`src/idfi_pkg.sv`:
```
// Behaviour
// - Config header shows vendor and device identifiers.
// - Two 4 KB memory windows, bridge then registers.
// - Base registers at config 0x10 and 0x14.
// - Host writes 0x0000AEAE at bridge bridge_init_value.
// - Host writes masked base with bit 7 at 0xC0.
// - Host sets memory enable bit in command register.
// - Fixed port directions, single access, no handshake.
// - Input bit n reads line n level.
// - Filtering disabled on every line after reset.
// - Per-line enables, one shared interval.
// - Interval counts 200 ns units.
// - Interval spread over low, middle, high bytes.
// - Clear 0x03 resets filters, restarts interval timer.
// - Enable byte 0xFF filters all eight lines.
// - Software programs interval, clears, enables, then reads.
// - Filter passes only pulses meeting the interval.
`default_nettype none

package idfi_pkg;

  ////////////////////////////////////////////////////////////////////////////
  // Configuration space offsets, fields and identity.
  localparam logic [7:0] IDFI_CFG_ID = 8'h00;
  localparam logic [7:0] IDFI_CFG_CMD = 8'h04;
  localparam logic [7:0] IDFI_CFG_BAR0 = 8'h10;
  localparam logic [7:0] IDFI_CFG_BAR1 = 8'h14;
  localparam logic [15:0] IDFI_CMD_MEM_EN = 16'h0002;
  localparam int IDFI_CMD_MEM_BIT = 1;
  localparam logic [15:0] IDFI_CMD_RESET = 16'h0000;
  localparam logic [31:0] IDFI_BAR_RESET = 32'h00000000;
  localparam logic [15:0] IDFI_VENDOR_ID = 16'hA5C3; // Arbitrary value.
  localparam logic [15:0] IDFI_DEVICE_ID = 16'h3C01; // Arbitrary value.
  localparam logic [7:0] IDFI_BOARD_ID = 8'h5A; // Arbitrary value.

  ////////////////////////////////////////////////////////////////////////////
  // Bridge window offsets and values; each window spans 4 KB.
  localparam int IDFI_WIN_BITS = 12;
  localparam logic [11:0] IDFI_BRG_WINDOW = 12'h0C0;
  localparam logic [11:0] IDFI_BRG_INIT = 12'h340;
  localparam logic [31:0] IDFI_BRG_INIT_VAL = 32'h0000AEAE;
  localparam logic [31:0] IDFI_WIN_MASK = 32'hFFFFFF00;
  localparam logic [31:0] IDFI_WIN_EN = 32'h00000080;
  localparam int IDFI_WIN_EN_BIT = 7;
  localparam logic [31:0] IDFI_WIN_RESET = 32'h00000000;
  localparam logic [31:0] IDFI_MISS_DATA = 32'hFFFFFFFF;

  ////////////////////////////////////////////////////////////////////////////
  // Device register offsets, fields and reset values.
  localparam logic [11:0] IDFI_PORT_IN0 = 12'h000;
  localparam logic [11:0] IDFI_PORT_OUT0 = 12'h003;
  localparam logic [11:0] IDFI_ID_REG = 12'h006;
  localparam logic [11:0] IDFI_CLEAR = 12'h007;
  localparam logic [11:0] IDFI_FI0 = 12'h008;
  localparam logic [11:0] IDFI_FE0 = 12'h00C;
  localparam int IDFI_PORTS = 3;
  localparam int IDFI_LINES = 24;
  localparam int IDFI_CLR_INTERVAL_BIT = 0;
  localparam int IDFI_CLR_FILTER_BIT = 1;
  localparam int IDFI_FI_WIDTH = 20;
  localparam logic [7:0] IDFI_FE_RESET = 8'h00;
  localparam logic [7:0] IDFI_OUT_RESET = 8'hFF;
  localparam logic [23:0] IDFI_FI_RESET = 24'h000000;

  ////////////////////////////////////////////////////////////////////////////
  // Timing: one interval unit is 200 ns.
  localparam int IDFI_CLK_NS = 10;
  localparam int IDFI_UNIT_NS = 200;
  localparam int IDFI_UNIT_CYCLES = (IDFI_UNIT_NS + IDFI_CLK_NS - 1) / IDFI_CLK_NS;

  // Host sequencer states.
  typedef enum logic [3:0] {
    IDFI_H_IDLE,
    IDFI_H_ID,
    IDFI_H_BAR0,
    IDFI_H_BAR1,
    IDFI_H_CMDR,
    IDFI_H_CMDW,
    IDFI_H_INIT,
    IDFI_H_WIN,
    IDFI_H_USER
  } idfi_hstate_t;

endpackage

`default_nettype wire

```
`src/idfi_bus_if.sv`:
```
`default_nettype none

// Request and answer bus between the host end and the board end.
interface idfi_bus_if;
  logic req;
  logic cfg;
  logic we;
  logic [31:0] addr;
  logic [31:0] wdata;
  logic ack;
  logic miss;
  logic [31:0] rdata;

  modport dev (
    input req, cfg, we, addr, wdata,
    output ack, miss, rdata
  );

  modport hst (
    output req, cfg, we, addr, wdata,
    input ack, miss, rdata
  );
endinterface

`default_nettype wire

```
`src/idfi_device_end.sv`:
```
`default_nettype none

module idfi_device_end import idfi_pkg::*; #(
  parameter logic [15:0] DEVICE_ID = IDFI_DEVICE_ID // Arbitrary variant code.
) (
  input wire logic clk_sys, // System clock.
  input wire logic sys_rst, // Asynchronous reset, active high.
  idfi_bus_if.dev bus, // Host-facing bus.
  input wire logic [IDFI_LINES-1:0] line_in, // Input levels, 1 above 2 V.
  output logic [IDFI_LINES-1:0] relay_out, // Output port latches, 1 opens.
  output logic window_on // Register window is forwarded.
);

  ////////////////////////////////////////////////////////////////////////////
  // Decoding helpers.

  // True when an address falls in the 4 KB window at base.
  function automatic logic win_hit(input logic [31:0] a, input logic [31:0] base);
    win_hit = (a[31:IDFI_WIN_BITS] == base[31:IDFI_WIN_BITS]);
  endfunction

  // True when an offset addresses byte register p of a three-port bank.
  function automatic logic bank_hit(input logic [11:0] off, input logic [11:0] base,
                                    input int p);
    bank_hit = (off == base + 12'(p));
  endfunction

  ////////////////////////////////////////////////////////////////////////////
  // State.

  logic [15:0] cmd_reg, cmd_next;
  logic [31:0] bar0_reg, bar0_next;
  logic [31:0] bar1_reg, bar1_next;
  logic [31:0] win_reg, win_next;
  logic [31:0] init_reg, init_next;
  logic [7:0] out_reg [IDFI_PORTS];
  logic [7:0] out_next [IDFI_PORTS];
  logic [23:0] fi_reg, fi_next;
  logic [23:0] fe_reg, fe_next;
  logic clr_f_reg, clr_f_next;
  logic clr_i_reg, clr_i_next;
  logic ack_reg, ack_next;
  logic miss_reg, miss_next;
  logic [31:0] rdata_reg, rdata_next;

  logic take, mem_en, bar0_hit, bar1_hit;
  logic [11:0] off;
  logic [IDFI_LINES-1:0] filt_val;

  ////////////////////////////////////////////////////////////////////////////
  // Input filtering shared by all input ports.
  idfi_glitch_filter #(
    .LINES(IDFI_LINES),
    .IW(IDFI_FI_WIDTH)
  ) u_filter (
    .clk_sys(clk_sys),
    .sys_rst(sys_rst),
    .raw_in(line_in),
    .filt_en(fe_reg),
    .interval(fi_reg[IDFI_FI_WIDTH-1:0]),
    .clr_filter(clr_f_reg),
    .clr_interval(clr_i_reg),
    .value(filt_val)
  );

  ////////////////////////////////////////////////////////////////////////////
  // Address decode: a request is taken whenever no answer is pending.
  always_comb begin
    take = bus.req && !ack_reg;
    mem_en = cmd_reg[IDFI_CMD_MEM_BIT];
    off = bus.addr[IDFI_WIN_BITS-1:0];
    bar0_hit = take && !bus.cfg && mem_en && win_hit(bus.addr, bar0_reg);
    bar1_hit = take && !bus.cfg && mem_en && !bar0_hit &&
               win_reg[IDFI_WIN_EN_BIT] && win_hit(bus.addr, win_reg);
  end

  ////////////////////////////////////////////////////////////////////////////
  // Register file: next values and read data for the taken request.
  always_comb begin
    cmd_next = cmd_reg;
    bar0_next = bar0_reg;
    bar1_next = bar1_reg;
    win_next = win_reg;
    init_next = init_reg;
    out_next = out_reg;
    fi_next = fi_reg;
    fe_next = fe_reg;
    clr_f_next = 1'b0;
    clr_i_next = 1'b0;
    ack_next = take;
    miss_next = take && !bus.cfg && !bar0_hit && !bar1_hit;
    rdata_next = rdata_reg;

    // Configuration header.
    if (take && bus.cfg) begin
      case (bus.addr[7:0])
        IDFI_CFG_ID: begin
          rdata_next = {DEVICE_ID, IDFI_VENDOR_ID};
        end
        IDFI_CFG_CMD: begin
          rdata_next = {16'h0000, cmd_reg};
          if (bus.we) begin
            cmd_next = bus.wdata[15:0];
          end
        end
        IDFI_CFG_BAR0: begin
          rdata_next = bar0_reg;
          if (bus.we) begin
            bar0_next = {bus.wdata[31:IDFI_WIN_BITS], 12'h000};
          end
        end
        IDFI_CFG_BAR1: begin
          rdata_next = bar1_reg;
          if (bus.we) begin
            bar1_next = {bus.wdata[31:IDFI_WIN_BITS], 12'h000};
          end
        end
        default: begin
          rdata_next = 32'h00000000;
        end
      endcase
    end

    // Bridge window.
    if (bar0_hit) begin
      case (off)
        IDFI_BRG_WINDOW: begin
          rdata_next = win_reg;
          if (bus.we) begin
            win_next = bus.wdata;
          end
        end
        IDFI_BRG_INIT: begin
          rdata_next = init_reg;
          if (bus.we) begin
            init_next = bus.wdata;
          end
        end
        default: begin
          rdata_next = 32'h00000000;
        end
      endcase
    end

    // Device window: byte registers in the low lane, one access per transfer.
    if (bar1_hit) begin
      rdata_next = 32'h00000000;
      for (int p = 0; p < IDFI_PORTS; p++) begin
        if (bank_hit(off, IDFI_PORT_IN0, p)) begin
          rdata_next = {24'h000000, filt_val[p*8 +: 8]};
        end
        if (bank_hit(off, IDFI_PORT_OUT0, p)) begin
          rdata_next = {24'h000000, out_reg[p]};
          if (bus.we) begin
            out_next[p] = bus.wdata[7:0];
          end
        end
        if (bank_hit(off, IDFI_FI0, p)) begin
          rdata_next = {24'h000000, fi_reg[p*8 +: 8]};
          if (bus.we) begin
            fi_next[p*8 +: 8] = bus.wdata[7:0];
          end
        end
        if (bank_hit(off, IDFI_FE0, p)) begin
          rdata_next = {24'h000000, fe_reg[p*8 +: 8]};
          if (bus.we) begin
            fe_next[p*8 +: 8] = bus.wdata[7:0];
          end
        end
      end
      if (off == IDFI_ID_REG) begin
        rdata_next = {24'h000000, IDFI_BOARD_ID};
      end
      if (off == IDFI_CLEAR && bus.we) begin
        clr_f_next = bus.wdata[IDFI_CLR_FILTER_BIT];
        clr_i_next = bus.wdata[IDFI_CLR_INTERVAL_BIT];
      end
    end

    // Reserved interval bits above bit 19 always read as zero.
    fi_next[23:IDFI_FI_WIDTH] = '0;

    // Unclaimed memory cycles answer with all ones.
    if (miss_next) begin
      rdata_next = IDFI_MISS_DATA;
    end
  end

  ////////////////////////////////////////////////////////////////////////////
  // Register file flip-flops.
  always_ff @(posedge clk_sys or posedge sys_rst) begin
    if (sys_rst) begin
      cmd_reg <= IDFI_CMD_RESET;
      bar0_reg <= IDFI_BAR_RESET;
      bar1_reg <= IDFI_BAR_RESET;
      win_reg <= IDFI_WIN_RESET;
      init_reg <= IDFI_WIN_RESET;
      for (int p = 0; p < IDFI_PORTS; p++) begin
        out_reg[p] <= IDFI_OUT_RESET;
      end
      fi_reg <= IDFI_FI_RESET;
      fe_reg <= {IDFI_PORTS{IDFI_FE_RESET}};
      clr_f_reg <= 1'b0;
      clr_i_reg <= 1'b0;
      ack_reg <= 1'b0;
      miss_reg <= 1'b0;
      rdata_reg <= 32'h00000000;
    end else begin
      cmd_reg <= cmd_next;
      bar0_reg <= bar0_next;
      bar1_reg <= bar1_next;
      win_reg <= win_next;
      init_reg <= init_next;
      out_reg <= out_next;
      fi_reg <= fi_next;
      fe_reg <= fe_next;
      clr_f_reg <= clr_f_next;
      clr_i_reg <= clr_i_next;
      ack_reg <= ack_next;
      miss_reg <= miss_next;
      rdata_reg <= rdata_next;
    end
  end

  ////////////////////////////////////////////////////////////////////////////
  // Outputs.

  // Answer group, all from flip-flops.
  assign bus.ack = ack_reg;
  assign bus.miss = miss_reg;
  assign bus.rdata = rdata_reg;

  // Output port latches drive the relays.
  for (genvar p = 0; p < IDFI_PORTS; p++) begin : g_out
    assign relay_out[p*8 +: 8] = out_reg[p];
  end

  // Window status for the board's own view.
  assign window_on = cmd_reg[IDFI_CMD_MEM_BIT] && win_reg[IDFI_WIN_EN_BIT];

endmodule

`default_nettype wire

```
`src/idfi_glitch_filter.sv`:
```
`default_nettype none

module idfi_glitch_filter import idfi_pkg::*; #(
  parameter int LINES = IDFI_LINES,
  parameter int IW = IDFI_FI_WIDTH
) (
  input wire logic clk_sys, // System clock.
  input wire logic sys_rst, // Asynchronous reset, active high.
  input wire logic [LINES-1:0] raw_in, // Line levels.
  input wire logic [LINES-1:0] filt_en, // Per-line filter enables.
  input wire logic [IW-1:0] interval, // Interval in 200 ns units.
  input wire logic clr_filter, // Filter restart pulse.
  input wire logic clr_interval, // Interval clock restart pulse.
  output logic [LINES-1:0] value // Reported line levels.
);

  localparam int UW = $clog2(IDFI_UNIT_CYCLES + 1);
  localparam logic [UW-1:0] UNIT_LAST = UW'(IDFI_UNIT_CYCLES - 1);

  // Refuse shapes the logic cannot serve.
  if (LINES < 1 || IW < 1) begin : g_bad
    $error("idfi_glitch_filter needs at least one line and one interval bit");
  end

  logic [UW-1:0] unit_reg, unit_next;
  logic [IW-1:0] ivl_reg, ivl_next;
  logic [LINES-1:0] raw_reg, seen_reg, seen_next, stable_reg, stable_next;
  logic [LINES-1:0] value_next, chg;
  logic unit_tick, ivl_done;

  ////////////////////////////////////////////////////////////////////////////
  // Interval clock: a 200 ns prescaler and a shared interval counter.
  always_comb begin
    unit_tick = (unit_reg == UNIT_LAST);
    ivl_done = unit_tick && !clr_interval &&
               (({1'b0, ivl_reg} + (IW+1)'(1)) >= {1'b0, interval});
    if (clr_interval) begin
      unit_next = '0;
      ivl_next = '0;
    end else if (unit_tick) begin
      unit_next = '0;
      ivl_next = ivl_done ? '0 : ivl_reg + IW'(1);
    end else begin
      unit_next = unit_reg + UW'(1);
      ivl_next = ivl_reg;
    end
  end

  assign chg = raw_in ^ raw_reg;

  // Each enabled line qualifies a level only if it did not move for a whole interval.
  for (genvar i = 0; i < LINES; i++) begin : g_line
    assign seen_next[i] = clr_filter ? 1'b1 :
                          (ivl_done ? chg[i] : (seen_reg[i] | chg[i]));
    assign stable_next[i] = !filt_en[i] ? raw_reg[i] :
                            ((ivl_done && !seen_reg[i] && !chg[i] && !clr_filter) ?
                             raw_reg[i] : stable_reg[i]);
    assign value_next[i] = filt_en[i] ? stable_reg[i] : raw_reg[i];
  end

  // Registers of the filter.
  always_ff @(posedge clk_sys or posedge sys_rst) begin
    if (sys_rst) begin
      unit_reg <= '0;
      ivl_reg <= '0;
      raw_reg <= '0;
      seen_reg <= '1;
      stable_reg <= '0;
      value <= '0;
    end else begin
      unit_reg <= unit_next;
      ivl_reg <= ivl_next;
      raw_reg <= raw_in;
      seen_reg <= seen_next;
      stable_reg <= stable_next;
      value <= value_next;
    end
  end

endmodule

`default_nettype wire

```
`src/flat_wrapper.sv`:
```
// flat-port wrapper written by rule: the top's interface ports become plain ports
module idfi_device_end_flat import idfi_pkg::*;
#(
  parameter logic [15:0] DEVICE_ID = IDFI_DEVICE_ID                           
)
  (clk_sys, sys_rst, line_in, relay_out, window_on, bus_req, bus_cfg, bus_we, bus_addr, bus_wdata, bus_ack, bus_miss, bus_rdata);
  idfi_bus_if bus_i ();
  input wire logic clk_sys;
  input wire logic sys_rst;
  input wire logic [IDFI_LINES-1:0] line_in;
  output logic [IDFI_LINES-1:0] relay_out;
  output logic window_on;
  input wire logic [$bits(bus_i.req)-1:0] bus_req;
  input wire logic [$bits(bus_i.cfg)-1:0] bus_cfg;
  input wire logic [$bits(bus_i.we)-1:0] bus_we;
  input wire logic [$bits(bus_i.addr)-1:0] bus_addr;
  input wire logic [$bits(bus_i.wdata)-1:0] bus_wdata;
  output wire logic [$bits(bus_i.ack)-1:0] bus_ack;
  output wire logic [$bits(bus_i.miss)-1:0] bus_miss;
  output wire logic [$bits(bus_i.rdata)-1:0] bus_rdata;
  assign bus_i.req = bus_req;
  assign bus_i.cfg = bus_cfg;
  assign bus_i.we = bus_we;
  assign bus_i.addr = bus_addr;
  assign bus_i.wdata = bus_wdata;
  assign bus_ack = bus_i.ack;
  assign bus_miss = bus_i.miss;
  assign bus_rdata = bus_i.rdata;
  idfi_device_end #(.DEVICE_ID(DEVICE_ID)) u_core (.clk_sys(clk_sys), .sys_rst(sys_rst), .bus(bus_i), .line_in(line_in), .relay_out(relay_out), .window_on(window_on));
endmodule
```
`config.mk`:
```
export PLATFORM = sky130hd
export DESIGN_NAME = idfi_device_end_flat
export DESIGN_NICKNAME = d
export VERILOG_FILES = /design/src/idfi_pkg.sv /design/src/idfi_bus_if.sv /design/src/idfi_device_end.sv /design/src/idfi_glitch_filter.sv /design/src/flat_wrapper.sv
export SDC_FILE = /design/constraint.sdc
export NUM_CORES = 1
export LEC_CHECK = 0
export ABC_AREA = 0
export BUFFER_PORTS_ARGS = -buffer_cell sky130_fd_sc_hd__buf_4
export CORE_MARGIN = 10
export CORE_UTILIZATION = 52
export DETAILED_ROUTE_END_ITERATION = 8
export PLACE_DENSITY = 0.7
export SYNTH_ARGS = -nofsm -noshare
export SYNTH_HDL_FRONTEND = slang
export SYNTH_SLANG_ARGS = --single-unit
```
`constraint.sdc`:
```
create_clock -name clk_sys -period 9.9 [get_ports clk_sys]
set_input_delay 0.495 -clock clk_sys [delete_from_list [all_inputs] [get_ports clk_sys]]
set_output_delay 0.495 -clock clk_sys [all_outputs]
set_load 0.005 [all_outputs]
```
Word level (Yosys, flattened, before mapping)
Index checks and enable logic that the tools add are counted.
{"block": "classes", "muxes": 148, "magnitude_cmp": 1, "n_reduce_logical": 158, "bitwise_logic": 25, "add_sub_neg": 3, "n_eq_ne": 45}
{"cell": "32-bit 2-to-1 mux", "count": 4}
{"cell": "32-bit case mux with 4 select lines", "count": 1}
{"cell": "1-bit 2-to-1 mux", "count": 124}
{"cell": "8-bit 2-to-1 mux", "count": 13}
{"cell": "1-bit logical AND", "count": 86}
{"cell": "12-bit by 4-bit == test with 1-bit output, second input constant", "count": 6}
{"cell": "32-bit case mux with 2 select lines", "count": 1}
{"cell": "20-bit 2-to-1 mux", "count": 3}
{"cell": "1-bit logical NOT", "count": 54}
{"cell": "12-bit by 3-bit == test with 1-bit output, second input constant", "count": 4}
{"cell": "2-bit != test, second input constant", "count": 24}
{"cell": "3-bit AND reduction", "count": 14}
{"cell": "20-bit == test", "count": 2}
{"cell": "12-bit by 2-bit == test with 1-bit output, second input constant", "count": 2}
{"cell": "1-bit bitwise OR", "count": 24}
{"cell": "24-bit bitwise XOR", "count": 1}
{"cell": "20-bit by 1-bit adder with 21-bit output, second input constant", "count": 1}
{"cell": "21-bit by 20-bit greater-or-equal comparator with 1-bit output", "count": 1}
{"cell": "20-bit by 1-bit adder with 20-bit output, second input constant", "count": 1}
{"cell": "8-bit by 5-bit == test with 1-bit output, second input constant", "count": 2}
{"cell": "12-bit by 1-bit == test with 1-bit output, second input constant", "count": 1}
{"cell": "12-bit by 10-bit == test with 1-bit output, second input constant", "count": 1}
{"cell": "12-bit by 8-bit == test with 1-bit output, second input constant", "count": 1}
{"cell": "12-bit logical NOT", "count": 1}
{"cell": "other kinds (7)", "count": 8}
{"block": "totals", "register_bits": 345, "wordCells": 428, "inputBits": 93}

Depth between registers and ports, before layout
{"block": "depth", "word_depth": 16, "mapped_depth": 17}

Modules after synthesis
From an unflattened synthesis, not the netlist that was laid out.
{"block": "unflattened", "cells_unflattened": 1476, "hier_area_um2": 17032.6}
{"mod": "idfi_device_end", "instances": 1, "cells_each": 904, "area_per_inst_um2": 10958.0, "seq_area_each_um2": 5635.4}
{"mod": "idfi_glitch_filter", "instances": 1, "cells_each": 572, "area_per_inst_um2": 6074.6, "seq_area_each_um2": 3057.9}

Least setup slack after synthesis
Ideal clock, no wire load.
{"block": "synth_timing", "path_type": "register -> register", "start": "register u_core.u_filter.ivl_reg[0]", "end": "register u_core.u_filter.stable_reg[10]", "t_required_ps": 9758, "arrival_ps": 3124, "path_stages_with_launch": 14, "slack_ps": 6634, "cell_sequence": "dfrtp_1 > ha_1 > nand2_1 > nor4_1 > nand2_1 > xnor2_1 > ha_1 > nand2_1 > o31a_1 > o21a_1 > nor4_1 > buf_2 > buf_1 > a211oi_1"}
{"block": "synth_between", "elab_chain_cells": 7}
{"item": "start: declaration", "line_no": "idfi_glitch_filter.sv:26", "source": "logic [IW-1:0] ivl_reg, ivl_next;"}
{"item": "start signal: assignment", "line_no": "idfi_glitch_filter.sv:72", "source": "ivl_reg <= ivl_next;"}
{"item": "20-bit by 1-bit adder with 21-bit output", "line_no": "idfi_glitch_filter.sv:36", "source": "(({1'b0, ivl_reg} + (IW+1)'(1)) >= {1'b0, interval});"}
{"item": "21-bit by 20-bit greater-or-equal comparator with 1-bit output", "line_no": "idfi_glitch_filter.sv:36"}
{"item": "1-bit logical AND", "line_no": "idfi_glitch_filter.sv:35", "source": "ivl_done = unit_tick && !clr_interval &&"}
{"item": "1-bit logical AND (3 in series)", "line_no": "idfi_glitch_filter.sv:56", "source": "((ivl_done && !seen_reg[i] && !chg[i] && !clr_filter) ?"}
{"item": "2-bit != test (no line)"}
{"item": "end signal: assignment", "line_no": "idfi_glitch_filter.sv:75", "source": "stable_reg <= stable_next;"}
{"item": "end: declaration", "line_no": "idfi_glitch_filter.sv:27", "source": "logic [LINES-1:0] raw_reg, seen_reg, seen_next, stable_reg, stable_next;"}
Every way passes these cells.
A chain may end at the register's enable or synchronous reset.

Worst setup path after layout
{"block": "layout_timing", "start": "register u_core.u_filter.ivl_reg[0]", "end": "register u_core.u_filter.stable_reg[23]"}
Same word-level chain as after synthesis.

==> impl_metrics.json <==
{
  "crit_type": "reg -> reg",
  "reg2reg_from": "u_core.u_filter.ivl_reg[0]",
  "post-cts-setup-buffer-count": 0,
  "tns_ns": 0,
  "fp.dieH_um": 198,
  "cp-end-kind": "flip-flop",
  "grt_pass1_wl_mm": 74.8,
  "rsz0062_at_grt": "false",
  "synth_flop_cell": "dfrtp_1",
  "drive_above_1_share_pct": 30.2,
  "tightestPinTransition_ns": 1.04,
  "setup_slack_ns": 5.98,
  "crit_start": "u_core.u_filter.ivl_reg[0]",
  "synth-seq-cells": 345,
  "cp-start-kind": "flip-flop",
  "synth_nets": 1567,
  "grt_use_total_pct": 24.4,
  "antenna_cells": 0,
  "power_leakage_nw": 8.84,
  "hold_viol": 0,
  "grt_max_degree": 157,
  "io_pins": 152,
  "final.setup_skew_ns": 0.0251,
  "detail_route.first_pass.iterations": 5,
  "status": "complete, no violations",
  "routed_via_density": 6.27,
  "htreeDepth": 2,
  "cts_buffers": 37,
  "ys_seq_area_share_pct": 52.6,
  "cts_tree": "yes",
  "vias": 12600,
  "p_per_area_nw_per_um2": 160,
  "overflow": 0,
  "start_util_pct": 52.5,
  "min_from": "line_in[2]",
  "grt_pass1_vias": 12700,
  "cts_root_buf": "clkbuf_16",
  "async_flop_share_pct": 100,
  "die_w_um": 198,
  "post_drt_wl_per_cell_um": 23.9,
  "pre_cts_slack_ns": 5.92,
  "postRouteAntennaNets": 0,
  "postCtsHoldBufs": 0,
  "yosysWarnings": 0,
  "synth_edf_count": 0,
  "max_cap_viol_count": 0,
  "synthCells": 1452,
  "syn_area_um2": 16500,
  "peakVddDrop_v": 0.000170,
  "min_path_type": "in -> reg",
  "post_cts_resized": 0,
  "dpl_cell_area_um2": 18000,
  "synth.avg_cell_area_um2": 11.4,
  "crit_required_ns": 10.33,
  "routed_wl_mm": 48.0,
  "clk_latency_ns": 0.52,
  "gp_congestion": 0.930,
  "drtIter0Drc": 969,
  "ys_types": 78,
  "final_cell_mix": "297 x dfrtp_1, 180 x mux2_2, 172 x buf_4",
  "core_area_um2": 31500,
  "synthToLayoutAreaGrowth_pct": 16.7,
  "final_area_um2": 19300,
  "slew_violations": 0,
  "rows": 65,
  "yosysTopAreaCellShare_pct": 45.0,
  "post-route-min-period_ns": 3.92,
  "max_freq_mhz": 255,
  "clock-sinks": 345,
  "clockBufferDepth": 3,
  "antenna_found_initial": 0,
  "post-dp-hpwl_mm": 33.1,
  "worst-path-max-fanout": 47,
  "yosysTopAreaCell": "dfrtp_1",
  "port_buffers": 151,
  "die_area_um2": 39300,
  "max_slew_margin_pct": 30.6,
  "layout_commonest_cell": "dfrtp_1",
  "nets": 1694,
  "period_share_pct": 39.6,
  "post-route-drc-count": 0,
  "clk_pin_slew_worst_paths_ns": 0.06,
  "arrival_ns": 4.35,
  "finalSetupViolations": 0,
  "synthTopCellsByArea": "dfrtp_1 45%, mux2_2 12%, dfstp_2 7.6%"
}
-- per-stage QoR --
stage | instances | power, mW | utilization [%] | hold slack, ns
6_report | 2004 | 3.09 | 61.3 | 0.112
2_1_floorplan | 1452 | 1.57 | - | 0.429
4_1_cts | 2004 | 3.12 | 61.3 | 0.0923
3_3_place_gp | 1942 | 1.68 | 57.3 | 0.447
3_5_place_dp | 1942 | 1.68 | 57.3 | 0.463
5_1_grt | 2004 | 3.19 | 61.3 | 0.102
-- critical path: stages (launching register included) --
cell and delay, ns:
dfrtp_1 0.44, ha_1 0.26, nand2_1 0.10, nor4_1 0.72, nand2_1 0.15, xnor2_1 0.18
ha_1 0.30, nand2_1 0.07, o31a_1 0.32, o21a_1 0.19, nor4_2 0.24, buf_4 0.47
a311oi_1 0.17, a211oi_1 0.19
-- logic make-up after synthesis --
kind of cell,Yosys count,synth area share (%)
AO/OA/AOI/OAI,346,15.1
flip-flops,345,52.6
AND/OR/NAND/NOR,331,10.1
multiplexers,192,13.1
buffers and inverters,136,3.24
XOR/XNOR,80,4.24
adder cells (fa/ha/maj),22,1.67
-- cells in the mapped netlist (all sizes together), types with 5 or more instances --
cell / instances
or3: 6
o21ai: 52
and3: 8
a21oi: 65
nand2b: 10
a31oi: 14
mux2i: 8
a211oi: 23
o41ai: 18
and2: 5
a21o: 10
nand4b: 11
a22oi: 20
inv: 50
nor2: 65
nor4: 12
a22o: 15
buf: 22
dfstp: 48
xnor2: 48
ha: 22
mux2: 184
nor3: 33
dfrtp: 297
nand2: 105
clkbuf: 63
a211o: 25
nand4: 24
nor2b: 11
o22ai: 9
o2bb2ai: 10
a221oi: 45
nand3: 24
a311oi: 7
xor2: 32
-- final timing paths --
| kind | to | slack, ns | depth (start not counted) |
|---|---|---|---|
| worst max-delay path | u_core.u_filter.stable_reg[23] | 5.98 | 13 |
| worst min-delay path | u_core.u_filter.raw_reg[2] | 0.11 | 1 |
| worst max register to register | u_core.u_filter.stable_reg[23] | 5.98 | 13 |
| worst min register to register | u_core.u_filter.unit_reg[0] | 0.48 | 1 |
| max in group asynchronous | u_core.u_filter.value[4] | 7.45 | 4 |
| min in group asynchronous | u_core.u_filter.raw_reg[17] | 0.15 | 2 |
-- power breakdown --
group | switching [mW] | internal, mW
Combinational | 0.116 | 0.0797
Sequential | 0.0235 | 1.44
Clock | 0.562 | 0.874
Total | 0.702 | 2.39
-- area by class of cell --
cell class | count | area [um2]
Fill cell | 2558 | 12200
Sequential cell | 345 | 8690
Multi-Input combinational cell | 971 | 7330
Timing Repair Buffer | 173 | 1310
Clock buffer | 47 | 1040
Tap cell | 402 | 503
Clock inverter | 15 | 213
Inverter | 51 | 195
-- metal layers --
| layer | GRT usage, % | routed length, um | vias up |
|---|---|---|---|
| li1 | - | - | 5637 |
| met1 | 31.2 | 19700 | 6343 |
| met2 | 40.4 | 22900 | 487 |
| met3 | 4.52 | 3710 | 102 |
| met4 | 9.08 | 1710 | 0 |
| met5 | 0 | 0 | - |
(Power assumes the default switching activity.)
